`config.mk`:
```
export PLATFORM = sky130hd
export DESIGN_NAME = hot_swap_gpio_status
export DESIGN_NICKNAME = d
export VERILOG_FILES = /design/src/rtl/hot_swap_gpio_pkg.sv /design/src/rtl/hot_swap_gpio_status.sv
export SDC_FILE = /design/constraint.sdc
export NUM_CORES = 1
export LEC_CHECK = 0
export BUFFER_PORTS_ARGS = -buffer_cell sky130_fd_sc_hd__buf_2
export CAP_MARGIN = 25
export CORE_MARGIN = 2
export CORE_UTILIZATION = 35
export DETAILED_ROUTE_END_ITERATION = 12
export MAX_ROUTING_LAYER = met4
export SYNTH_ARGS = -nofsm -noshare
export SYNTH_HDL_FRONTEND = slang
export SYNTH_SLANG_ARGS = --single-unit
```
`constraint.sdc`:
```
create_clock -name clk -period 3.1 [get_ports clk]
set_clock_uncertainty 0.2 [all_clocks]
set_input_delay 0.62 -clock clk [delete_from_list [all_inputs] [get_ports clk]]
set_output_delay 0.62 -clock clk [all_outputs]
set_load 0.02 [all_outputs]
```
`src/rtl/hot_swap_gpio_pkg.sv`:
```
// constants, field layout and carriers for the hot swap gpio status block
// Notes on behaviour
// RQ1: writing 1 to driver-enable clear bits 19:16 makes that pin input only
// RQ2: writing 1 to driver-enable set bits 23:20 enables that pin's driver
// RQ3: after reset both driver-enable fields read zero, all pins input only
// RQ4: zero bits in set/clear fields change nothing; reads return last written value
// RQ5: pin level bits 31:28 are read-only, updated the clock after a pin change
// RQ6: bits 27:24 of the pin level byte read as zero
// RQ7: writing 1 to output clear bits 11:8 drives that pin low if bidirectional
// RQ8: writing 1 to output set bits 15:12 drives that pin high if bidirectional
// RQ9: new output data reaches the pins on the clock after the write
// RQ10: input-only pins are never driven, whatever output data holds
// RQ11: all three registers share dword 64h, selected by active-low byte enables
// RQ12: pin 2 extraction, pin 3 insertion, pin 0 removal led, pin 1 irq mask
// RQ13: host keeps pins 2 and 3 as inputs, never enabling their drivers
// RQ14: opening the extractor handle starts raising the enumeration interrupt
// RQ15: enumeration interrupt is active low, flags pending extraction or fresh insertion
// RQ16: once pmc supply is stable, reset is held to the pmc slots
// RQ17: setting the led control bit lights the safe-to-remove led
// RQ18: while the mask bit is set, the enumeration interrupt stays deasserted
package hot_swap_gpio_pkg;

	localparam logic [7:0] GPIO_DWORD_ADDR = 8'h64;
	localparam logic [7:0] OUT_VALUE_OFFSET = 8'h65;
	localparam logic [7:0] DRV_ENABLE_OFFSET = 8'h66;
	localparam logic [7:0] PIN_LEVELS_OFFSET = 8'h67;

	localparam int OUT_VALUE_LANE = 1;
	localparam int DRV_ENABLE_LANE = 2;
	localparam int PIN_LEVELS_LANE = 3;

	localparam int OUT_CLR_LSB = 8;
	localparam int OUT_SET_LSB = 12;
	localparam int DRV_CLR_LSB = 16;
	localparam int DRV_SET_LSB = 20;
	localparam int PIN_RSVD_LSB = 24;
	localparam int PIN_LEVEL_LSB = 28;

	localparam int LED_PIN = 0;
	localparam int MASK_PIN = 1;
	localparam int EXT_PIN = 2;
	localparam int INS_PIN = 3;

	localparam logic [3:0] FIELD_RESET = 4'h0;
	localparam logic [3:0] RSVD_VALUE = 4'h0;

	localparam int CLK_MHZ = 40;
	localparam int PMC_RST_US = 1000;
	localparam int PMC_RST_CYCLES = PMC_RST_US * CLK_MHZ;

	typedef enum logic [1:0] {
		PWR_OFF,
		PWR_RESET,
		PWR_RUN
	} power_state_e;

	typedef struct packed {
		logic wr;
		logic rd;
		logic [7:0] dword_addr;
		logic [3:0] be_n;
		logic [31:0] wdata;
	} cfg_req_s;

	typedef struct packed {
		logic [3:0] level;
		logic [3:0] enable;
	} gpio_drive_s;

endpackage : hot_swap_gpio_pkg

```
`src/rtl/hot_swap_gpio_status.sv`:
```
// gpio bank at config dword 64h plus hot swap board logic for a pmc carrier
`timescale 1ns/100ps
module hot_swap_gpio_status #(
	parameter int PMC_RST_CYCLES = hot_swap_gpio_pkg::PMC_RST_CYCLES
) (
	// clock and reset
	input wire logic clk,
	input wire logic sys_rst,
	// configuration access
	input wire hot_swap_gpio_pkg::cfg_req_s cfg_req,
	output logic [31:0] cfg_rdata_q,
	output logic cfg_rvalid_q,
	// gpio pins, three signals each
	input wire logic [3:0] gpio_in,
	output hot_swap_gpio_pkg::gpio_drive_s gpio_q,
	// hot swap board signals
	input wire logic handle_open,
	input wire logic pmc_power_good,
	output logic enum_n_q,
	output logic removal_led_on_q,
	output logic pmc_rst_n_q
);

	logic [3:0] drv_en_q;
	logic [3:0] drv_en_d;
	logic [3:0] out_val_q;
	logic [3:0] out_val_d;
	logic [3:0] drv_clr_wr_q;
	logic [3:0] drv_set_wr_q;
	logic [3:0] out_clr_wr_q;
	logic [3:0] out_set_wr_q;
	logic [3:0] pin_levels_q;
	logic [3:0] pin_view;
	logic hit;
	logic out_wr;
	logic drv_wr;
	logic extraction_flag_q;
	logic insertion_flag_q;
	logic mask_seen_q;
	logic removal_irq_mask;
	logic [31:0] rdata_d;
	logic [31:0] rst_cnt_q;
	hot_swap_gpio_pkg::power_state_e pwr_state_q;

	// one nibble of a set/clear field pair: set beats clear on the same bit
	function automatic logic [3:0] set_clear(
		input logic [3:0] cur,
		input logic [3:0] set_bits,
		input logic [3:0] clr_bits
	);
		set_clear = (cur & ~clr_bits) | set_bits;
	endfunction : set_clear

	assign hit = cfg_req.dword_addr == hot_swap_gpio_pkg::GPIO_DWORD_ADDR;
	assign out_wr = hit && cfg_req.wr && !cfg_req.be_n[hot_swap_gpio_pkg::OUT_VALUE_LANE]; // [RQ11]
	assign drv_wr = hit && cfg_req.wr && !cfg_req.be_n[hot_swap_gpio_pkg::DRV_ENABLE_LANE]; // [RQ11]

	always_comb
	begin
		drv_en_d = drv_en_q;
		out_val_d = out_val_q;
		if (drv_wr)
		begin
			// zero bits leave the enable untouched [RQ4]
			drv_en_d = set_clear(drv_en_q,
				cfg_req.wdata[hot_swap_gpio_pkg::DRV_SET_LSB +: 4], // [RQ2]
				cfg_req.wdata[hot_swap_gpio_pkg::DRV_CLR_LSB +: 4]); // [RQ1]
		end
		if (out_wr)
		begin
			out_val_d = set_clear(out_val_q,
				cfg_req.wdata[hot_swap_gpio_pkg::OUT_SET_LSB +: 4], // [RQ8]
				cfg_req.wdata[hot_swap_gpio_pkg::OUT_CLR_LSB +: 4]); // [RQ7]
		end
	end

	// driver enables and output values
	always_ff @(posedge clk or posedge sys_rst)
	begin
		if (sys_rst)
		begin
			drv_en_q <= hot_swap_gpio_pkg::FIELD_RESET; // [RQ3]
			out_val_q <= hot_swap_gpio_pkg::FIELD_RESET;
		end
		else
		begin
			drv_en_q <= drv_en_d;
			out_val_q <= out_val_d;
		end
	end

	// last written field values, returned on read
	always_ff @(posedge clk or posedge sys_rst)
	begin
		if (sys_rst)
		begin
			drv_clr_wr_q <= hot_swap_gpio_pkg::FIELD_RESET; // [RQ3]
			drv_set_wr_q <= hot_swap_gpio_pkg::FIELD_RESET; // [RQ3]
			out_clr_wr_q <= hot_swap_gpio_pkg::FIELD_RESET;
			out_set_wr_q <= hot_swap_gpio_pkg::FIELD_RESET;
		end
		else
		begin
			if (drv_wr)
			begin
				drv_clr_wr_q <= cfg_req.wdata[hot_swap_gpio_pkg::DRV_CLR_LSB +: 4]; // [RQ4]
				drv_set_wr_q <= cfg_req.wdata[hot_swap_gpio_pkg::DRV_SET_LSB +: 4]; // [RQ4]
			end
			if (out_wr)
			begin
				out_clr_wr_q <= cfg_req.wdata[hot_swap_gpio_pkg::OUT_CLR_LSB +: 4]; // [RQ4]
				out_set_wr_q <= cfg_req.wdata[hot_swap_gpio_pkg::OUT_SET_LSB +: 4]; // [RQ4]
			end
		end
	end

	// pin drivers follow the next-state so data shows the cycle after the write
	always_ff @(posedge clk or posedge sys_rst)
	begin
		if (sys_rst)
		begin
			gpio_q <= '0; // [RQ3]
		end
		else
		begin
			gpio_q.enable <= drv_en_d; // [RQ2]
			gpio_q.level <= out_val_d & drv_en_d; // [RQ9] [RQ10]
		end
	end

	// pin view: driven pins read back their own value; 2 and 3 come from board logic
	always_comb
	begin
		pin_view = (drv_en_q & out_val_q) | (~drv_en_q & gpio_in);
		pin_view[hot_swap_gpio_pkg::EXT_PIN] = extraction_flag_q; // [RQ12]
		pin_view[hot_swap_gpio_pkg::INS_PIN] = insertion_flag_q; // [RQ12]
	end

	always_ff @(posedge clk or posedge sys_rst)
	begin
		if (sys_rst)
		begin
			pin_levels_q <= hot_swap_gpio_pkg::FIELD_RESET;
		end
		else
		begin
			pin_levels_q <= pin_view; // [RQ5]
		end
	end

	// read data: only enabled lanes, lane 0 and other dwords read zero
	always_comb
	begin
		rdata_d = '0;
		if (hit)
		begin
			if (!cfg_req.be_n[hot_swap_gpio_pkg::OUT_VALUE_LANE])
			begin
				rdata_d[hot_swap_gpio_pkg::OUT_CLR_LSB +: 4] = out_clr_wr_q; // [RQ4]
				rdata_d[hot_swap_gpio_pkg::OUT_SET_LSB +: 4] = out_set_wr_q; // [RQ4]
			end
			if (!cfg_req.be_n[hot_swap_gpio_pkg::DRV_ENABLE_LANE])
			begin
				rdata_d[hot_swap_gpio_pkg::DRV_CLR_LSB +: 4] = drv_clr_wr_q; // [RQ4]
				rdata_d[hot_swap_gpio_pkg::DRV_SET_LSB +: 4] = drv_set_wr_q; // [RQ4]
			end
			if (!cfg_req.be_n[hot_swap_gpio_pkg::PIN_LEVELS_LANE])
			begin
				rdata_d[hot_swap_gpio_pkg::PIN_RSVD_LSB +: 4] = hot_swap_gpio_pkg::RSVD_VALUE; // [RQ6]
				rdata_d[hot_swap_gpio_pkg::PIN_LEVEL_LSB +: 4] = pin_levels_q; // [RQ5] [RQ11]
			end
		end
	end

	always_ff @(posedge clk or posedge sys_rst)
	begin
		if (sys_rst)
		begin
			cfg_rdata_q <= '0;
			cfg_rvalid_q <= 1'b0;
		end
		else
		begin
			cfg_rdata_q <= cfg_req.rd ? rdata_d : '0;
			cfg_rvalid_q <= cfg_req.rd;
		end
	end

	// pmc power sequencing
	always_ff @(posedge clk or posedge sys_rst)
	begin
		if (sys_rst)
		begin
			pwr_state_q <= hot_swap_gpio_pkg::PWR_OFF;
			rst_cnt_q <= '0;
			pmc_rst_n_q <= 1'b0;
		end
		else
		begin
			case (pwr_state_q)
				hot_swap_gpio_pkg::PWR_OFF:
				begin
					pmc_rst_n_q <= 1'b0;
					rst_cnt_q <= '0;
					if (pmc_power_good)
					begin
						pwr_state_q <= hot_swap_gpio_pkg::PWR_RESET;
					end
				end
				hot_swap_gpio_pkg::PWR_RESET:
				begin
					pmc_rst_n_q <= 1'b0; // [RQ16]
					if (!pmc_power_good)
					begin
						pwr_state_q <= hot_swap_gpio_pkg::PWR_OFF;
					end
					else if (rst_cnt_q == 32'(PMC_RST_CYCLES - 1))
					begin
						pwr_state_q <= hot_swap_gpio_pkg::PWR_RUN;
						pmc_rst_n_q <= 1'b1;
					end
					else
					begin
						rst_cnt_q <= rst_cnt_q + 32'h0000_0001;
					end
				end
				hot_swap_gpio_pkg::PWR_RUN:
				begin
					pmc_rst_n_q <= pmc_power_good;
					if (!pmc_power_good)
					begin
						pwr_state_q <= hot_swap_gpio_pkg::PWR_OFF;
					end
				end
				default:
				begin
					pwr_state_q <= hot_swap_gpio_pkg::PWR_OFF;
					pmc_rst_n_q <= 1'b0;
				end
			endcase
		end
	end

	assign removal_irq_mask = pin_view[hot_swap_gpio_pkg::MASK_PIN]; // [RQ12]

	// extraction follows the handle; insertion is raised when the pmc leaves reset
	// and dropped when software sets the mask as acknowledgement or the handle opens
	always_ff @(posedge clk or posedge sys_rst)
	begin
		if (sys_rst)
		begin
			extraction_flag_q <= 1'b0;
			insertion_flag_q <= 1'b0;
			mask_seen_q <= 1'b0;
		end
		else
		begin
			extraction_flag_q <= handle_open; // [RQ14]
			mask_seen_q <= removal_irq_mask;
			if (pwr_state_q == hot_swap_gpio_pkg::PWR_RESET
				&& rst_cnt_q == 32'(PMC_RST_CYCLES - 1) && pmc_power_good)
			begin
				insertion_flag_q <= 1'b1;
			end
			else if ((removal_irq_mask && !mask_seen_q) || handle_open)
			begin
				insertion_flag_q <= 1'b0;
			end
		end
	end

	// enumeration interrupt and removal led
	always_ff @(posedge clk or posedge sys_rst)
	begin
		if (sys_rst)
		begin
			enum_n_q <= 1'b1;
			removal_led_on_q <= 1'b0;
		end
		else
		begin
			enum_n_q <= !((extraction_flag_q || insertion_flag_q) && !removal_irq_mask); // [RQ15] [RQ18]
			removal_led_on_q <= pin_view[hot_swap_gpio_pkg::LED_PIN]; // [RQ17]
		end
	end

endmodule : hot_swap_gpio_status

```
==> results of run 1 <==
[cells in the final DEF, fill, tap and decap left out, types with 4 or more instances in the layout]
cell       Yosys  routed
buf_4         13       9
a22o_1         8       8
o21ai_0       11      11
nand4_1       10      10
ha_1           4       4
o211ai_1       9       9
conb_1         1      12
and3_1         4       4
nor2_1        12      12
nand2_1       46      46
and2_1        18      18
nand3_1       15      15
buf_2          1      66
nor3_1        14      14
dfrtp_1       90      90
mux2_1         8       8
clkbuf_16      0       9
inv_1         17      16
mux2i_1       19      19
o31ai_1        7       7
nor4_1         5       5
[path summary, 6_finish.rpt]
kind                                        start               to  slack (ns)  cells past startpoint
worst max register to register     pwr_state_q[1]    rst_cnt_q[25]        0.73                      7
max in group asynchronous                 sys_rst    rst_cnt_q[27]        1.79                      3
worst min-delay path            extraction_flag_q  pin_levels_q[2]        0.17                      0
worst min register to register  extraction_flag_q  pin_levels_q[2]        0.17                      0
worst max-delay path               pwr_state_q[1]    rst_cnt_q[25]        0.73                      7
min in group asynchronous                 sys_rst    rst_cnt_q[15]        0.21                      2
[power breakdown]
group / switching, mW / internal [mW]
Sequential: 0.0345 / 1.23
Combinational: 0.214 / 0.102
Clock: 0.468 / 0.681
Total: 0.717 / 2.01
[registers in the layout, indices dropped and copies added (netlist names)]
register and flops:
pin_levels_q 4, rst_cnt_q 32, pmc_rst_n_q 1, cfg_rdata_q 20, gpio_q 8, out_clr_wr_q 4, out_set_wr_q 4, pwr_state_q 2
extraction_flag_q 1, enum_n_q 1, cfg_rvalid_q 1, out_val_q 4, drv_set_wr_q 4, insertion_flag_q 1, drv_clr_wr_q 4
[cell type report]
| type | count | area, sq um |
|---|---|---|
| clock inverters | 5 | 66.3 |
| well taps | 140 | 175 |
| flip-flops and latches | 91 | 2280 |
| clock buffers | 11 | 253 |
| inverters | 17 | 67.6 |
| repair buffers | 75 | 398 |
| multi-input cells | 236 | 1510 |
| fillers | 1035 | 6190 |
[worst max-delay path: stages (launching register included)]
cell and delay, ns:
dfrtp_1 0.41, inv_1 0.09, ha_1 0.27, nand4_1 0.24, nor3_1 0.42, nand3_1 0.27, o211ai_1 0.25, o31ai_1 0.09
[through the flow]
step	utilization, %	hold slack [ns]
after global placement	40.5	0.157
after CTS	43.4	0.174
after floorplan	-	0.149
after detailed placement	40.5	0.159
after global routing	43.4	0.187
final	43.4	0.172
[per-layer routing]
layer,share of wire (%),up-vias,wire length [um],track usage (%)
li1,-,1372,-,-
met1,49,1372,4040,21.6
met2,46,50,3720,22.6
met3,3.4,12,274,2.29
met4,1.6,0,127,4.91
met5,0,-,0,-
[kinds of logic after synthesis]
logic type / share of synthesized area [%]
AO/OA/AOI/OAI: 6.89
XOR/XNOR: 0.664
adder cells (fa/ha/maj): 1.26
buffers and inverters: 5.34
flip-flops: 57.6
multiplexers: 7.37
other: 0.0948
AND/OR/NAND/NOR: 20.8
==> results.yml, run 1 <==
timing:
  finalMaxSlewViolations: 0
  max_slew_margin_pct: 50.4
  fin_setup_tns_ns: 0
  period_needed_ns: 2.37
  rsz0062_at_grt: "no"
  postLayoutSetupSlackWorst_ns: 0.728
  setup_viol: 0
  final_hold_viol_count: 0
  tightest_slew_ns: 0.742
  fin_crit_sh_pct: 76.5
  fmax_mhz: 422
synthesis:
  postSynthCellCount: 355
  ys_top_cells_by_count: "dfrtp_1 (90), nand2_1 (46), mux2i_1 (19)"
  synth_area_leaders: "dfrtp_1 (57%), mux2i_1 (4.8%), nand2_1 (4.4%)"
  synthFlopType: "dfrtp_1"
  syn_area_sq_mm: 0.00396
  synth_edf_count: 0
  syn_area_per_cell_sq_um: 11.1
  yosysTopAreaCellShare_pct: 56.9
  yosys.area.top_type: "dfrtp_1"
  ys_seq_area_share_pct: 57.6
  synth-async-reset-ratio_pct: 100
  ys_types: 43
  ys_seq_elements: 91
  ys_warn_count: 0
  synth_most_common_cell: "dfrtp_1"
global_routing:
  grt_pass1_vias: 2705
  gr-total-overflow: 0
  grt_max_degree: 36
  grt_pass1_wl_um: 13900
  grt_usage_pct: 15.3
  antenna_found_initial: 0
die:
  initial_core_util_pct: 36.2
  fp.dieW_um: 110
  die_y_um: 110
  coreArea_sq_mm: 0.0109
  pin_count: 98
  dieArea_sq_mm: 0.0122
  fp-row-count: 38
routing:
  firstDrtPassIters: 4
  vias: 2806
  via_per_inst: 4.88
  wire_per_inst_um: 14.2
  ant_nets: 0
  drcViolationCount: 0
  wl_um: 8170
  drtIter0Drc: 80
placed_design:
  pre_cts_ws_ns: 0.444
  gp_congestion: 0.806
  postPlaceCellArea_sq_mm: 0.00443
  place_hpwl_um: 6010
  port-buffer-count: 66
  placed_cells: 559
clocking:
  root_buffer: "clkbuf_16"
  htreeDepth: 3
  cts.sinks: 91
  post_cts_buffers: 0
  ctsHoldBuffers: 0
  cts.clk_slew.worst_paths_ns: 0.06
  ctsResizeCount: 0
  cts_tree: "built"
  worstSkewPairLatency_ns: 0.33
  cts_buffers: 9
  clk_path_buf_depth: 2
pwr:
  p_leak_nw: 2.37
  p_total_mw: 2.72
  powerDensity_mw_per_mm2: 574
  ir_worst_vdd_mv: 0.376
worst_setup_path:
  worstPathArrival_ns: 2.38
  crit_type: "reg -> reg"
  path_max_fanout: 7
  critPathCaptureType: "flop"
  crit_required_ns: 3.11
  critPathLaunchType: "flop"
final_layout:
  fin_area_sq_mm: 0.00475
  drive_above_1_share_pct: 23.0
  finalNetCount: 488
  n_antenna_cell: 0
  final_cells: 575
  area_delta_synth_final_pct: 19.9
status:
  status: "complete, no violations"
run:
  drv_cap: 0
hold_path:
  min_path_type: "reg -> reg"
Power figures use the tool's default switching activity.
==> run 2: changes to the inputs <==
==> constraint.sdc (replaced) <==
create_clock -name clk -period 2.01 [get_ports clk]
set_clock_uncertainty 0.2 [all_clocks]
set_input_delay 0.402 -clock clk [delete_from_list [all_inputs] [get_ports clk]]
set_output_delay 0.402 -clock clk [all_outputs]
set_load 0.02 [all_outputs]
==> results.yml, run 2 (synthesis gave the netlist of run 1 again) <==
status:
  status: "complete, no violations"
routing:
  drtIter0Drc: 97
  wl_met1_um: 4210
  drcViolationCount: 0
  via_per_inst: 4.89
  wire_per_inst_um: 14.2
  met2_wirelength_um: 4200
  met3_length_um: 212
  firstDrtPassIters: 4
  ant_nets: 0
  wl_um: 8780
  top_layer_used: "met4"
  vias: 3030
worst_setup_path:
  critPathLaunchType: "flop"
  reg2reg_depth: 6
  r2r_start: "rst_cnt_q[13]"
  critPathCaptureType: "flop"
  crit_type: "reg -> reg"
  r2r_end: "rst_cnt_q[1]"
  worstPathArrival_ns: 2.05
  path_max_fanout: 6
  crit_required_ns: 2.05
  r2r_slack_ns: 0.0005
global_routing:
  grt_usage_pct: 15.8
  grt_pass1_vias: 2898
  gr-total-overflow: 0
  grt_pass1_wl_um: 14400
  antenna_found_initial: 0
  grt_max_degree: 29
placed_design:
  pre_cts_ws_ns: -0.206
  gp_congestion: 0.803
  place_hpwl_um: 6270
  postPlaceCellArea_sq_mm: 0.00475
  port-buffer-count: 66
  placed_cells: 591
final_layout:
  final_cells: 620
  num-fill-cells: 990
  layout_commonest_cell: "dfrtp_1"
  final_cell_mix: "dfrtp_1 (90), buf_2 (67), nand2_1 (46)"
  top_register: "rst_cnt_q"
  finalNetCount: 533
  largest_register_ffs: 32
  drive_above_1_share_pct: 34.8
  top_regs: "rst_cnt_q: 32 flops, cfg_rdata_q: 20 flops, gpio_q: 8 flops"
  n_antenna_cell: 0
  area_delta_synth_final_pct: 35.1
  fin_area_sq_mm: 0.00535
hold_path:
  worstHoldPathCells: 3
  min_path_type: "in -> reg"
  hold_path.startpoint: "cfg_req[17]"
  min_to: "drv_clr_wr_q[1]"
clocking:
  cts_tree: "built"
  cts.sinks: 91
  htreeDepth: 3
  cts_buffers: 9
  worstSkewPairLatency_ns: 0.34
  cts.clk_slew.worst_paths_ns: 0.07
  clk_path_buf_depth: 2
  root_buffer: "clkbuf_16"
timing:
  finalMaxSlewViolations: 0
  period_needed_ns: 2.01
  rsz0062_at_grt: "yes"
  fin_crit_sh_pct: 100
  setup_viol: 0
  final_hold_viol_count: 0
  tightest_slew_ns: 0.570
  fmax_mhz: 498
  postLayoutSetupSlackWorst_ns: 0.000489
  max_slew_margin_pct: 61.9
die:
  coreArea_sq_mm: 0.0109
  pin_count: 98
  fp-row-count: 38
  dieArea_sq_mm: 0.0122
  die_y_um: 110
  initial_core_util_pct: 36.2
  fp.dieW_um: 110
pwr:
  p_leak_nw: 2.71
  powerDensity_mw_per_mm2: 819
  ir_worst_vdd_mv: 0.466
run:
  drv_cap: 0
## run 2: cell count changes in the layout (fill, tap and decap cells not counted), sizes merged
cell,delta
inv,-1
clkinv,+3
dlygate4sd3,+3
clkbuf,-2
buf,+42
## run 2: stage by stage
step / utilization [%] / power [mW] / TNS [ns] / hold WS [ns]
floorplan: - / 2.33 / -0.492 / 0.149
global placement: 43.5 / 2.61 / -3.60 / 0.160
detailed placement: 43.5 / 2.63 / -4.15 / 0.173
CTS: 47.6 / 4.39 / -0.295 / 0.0909
global route: 48.9 / 4.58 / -0.756 / 0.101
finish: 48.9 / 4.38 / 0 / 0.100
## run 2: worst max-delay path, stage by stage (launching register included)
cell      delay, ns
dfrtp_1        0.45
nor4_2         0.31
nand2_1        0.13
nor4_4         0.27
buf_4          0.20
nand2b_4       0.14
mux2i_2        0.21
## run 2: routing by layer
layer	up-vias	GRT usage (%)
met1	1507	22.1
met2	47	23.5
li1	1464	-
met5	-	-
met4	0	6.07
met3	12	2.23
## run 2: timing repair
item / in CTS / in global routing
resized for setup: 14 / 22
hold buffers: 3 / 0
gates cloned: 1 / 0
endpoints found under the setup margin: 17 / 33
buffers inserted: 4 / 5
pin swaps: 7 / 13
hold endpoints to repair: 21 / 0
## run 2: worst max-delay path by stage
stage,startpoint,endpoint,slack (ns),depth (start not counted)
final,rst_cnt_q[13],rst_cnt_q[1],0.0005,6
after global routing,rst_cnt_q[13],rst_cnt_q[1],-0.09,6
after CTS,pwr_state_q[1],rst_cnt_q[31],-0.06,7
after detailed placement,cfg_req[37],gpio_q[6],-0.21,7
after global placement,cfg_req[37],gpio_q[7],-0.19,7
after floorplan,cfg_req[37],out_set_wr_q[0],-0.06,4
## run 2: cell type report
cell class              count  area, sq um  area share (%)
flip-flops and latches     91         2280            42.6
multi-input cells         236         1700            31.7
repair buffers            120          820            15.3
clock buffers               9          225            4.21
well taps                 140          175            3.28
clock inverters             7         85.1            1.59
inverters                  17         67.6            1.26
## run 2: power by group
part	switching (mW)	total [mW]	internal, mW
combinational	0.412	0.725	0.313
sequential	0.0346	1.92	1.89
clock	0.746	1.73	0.983
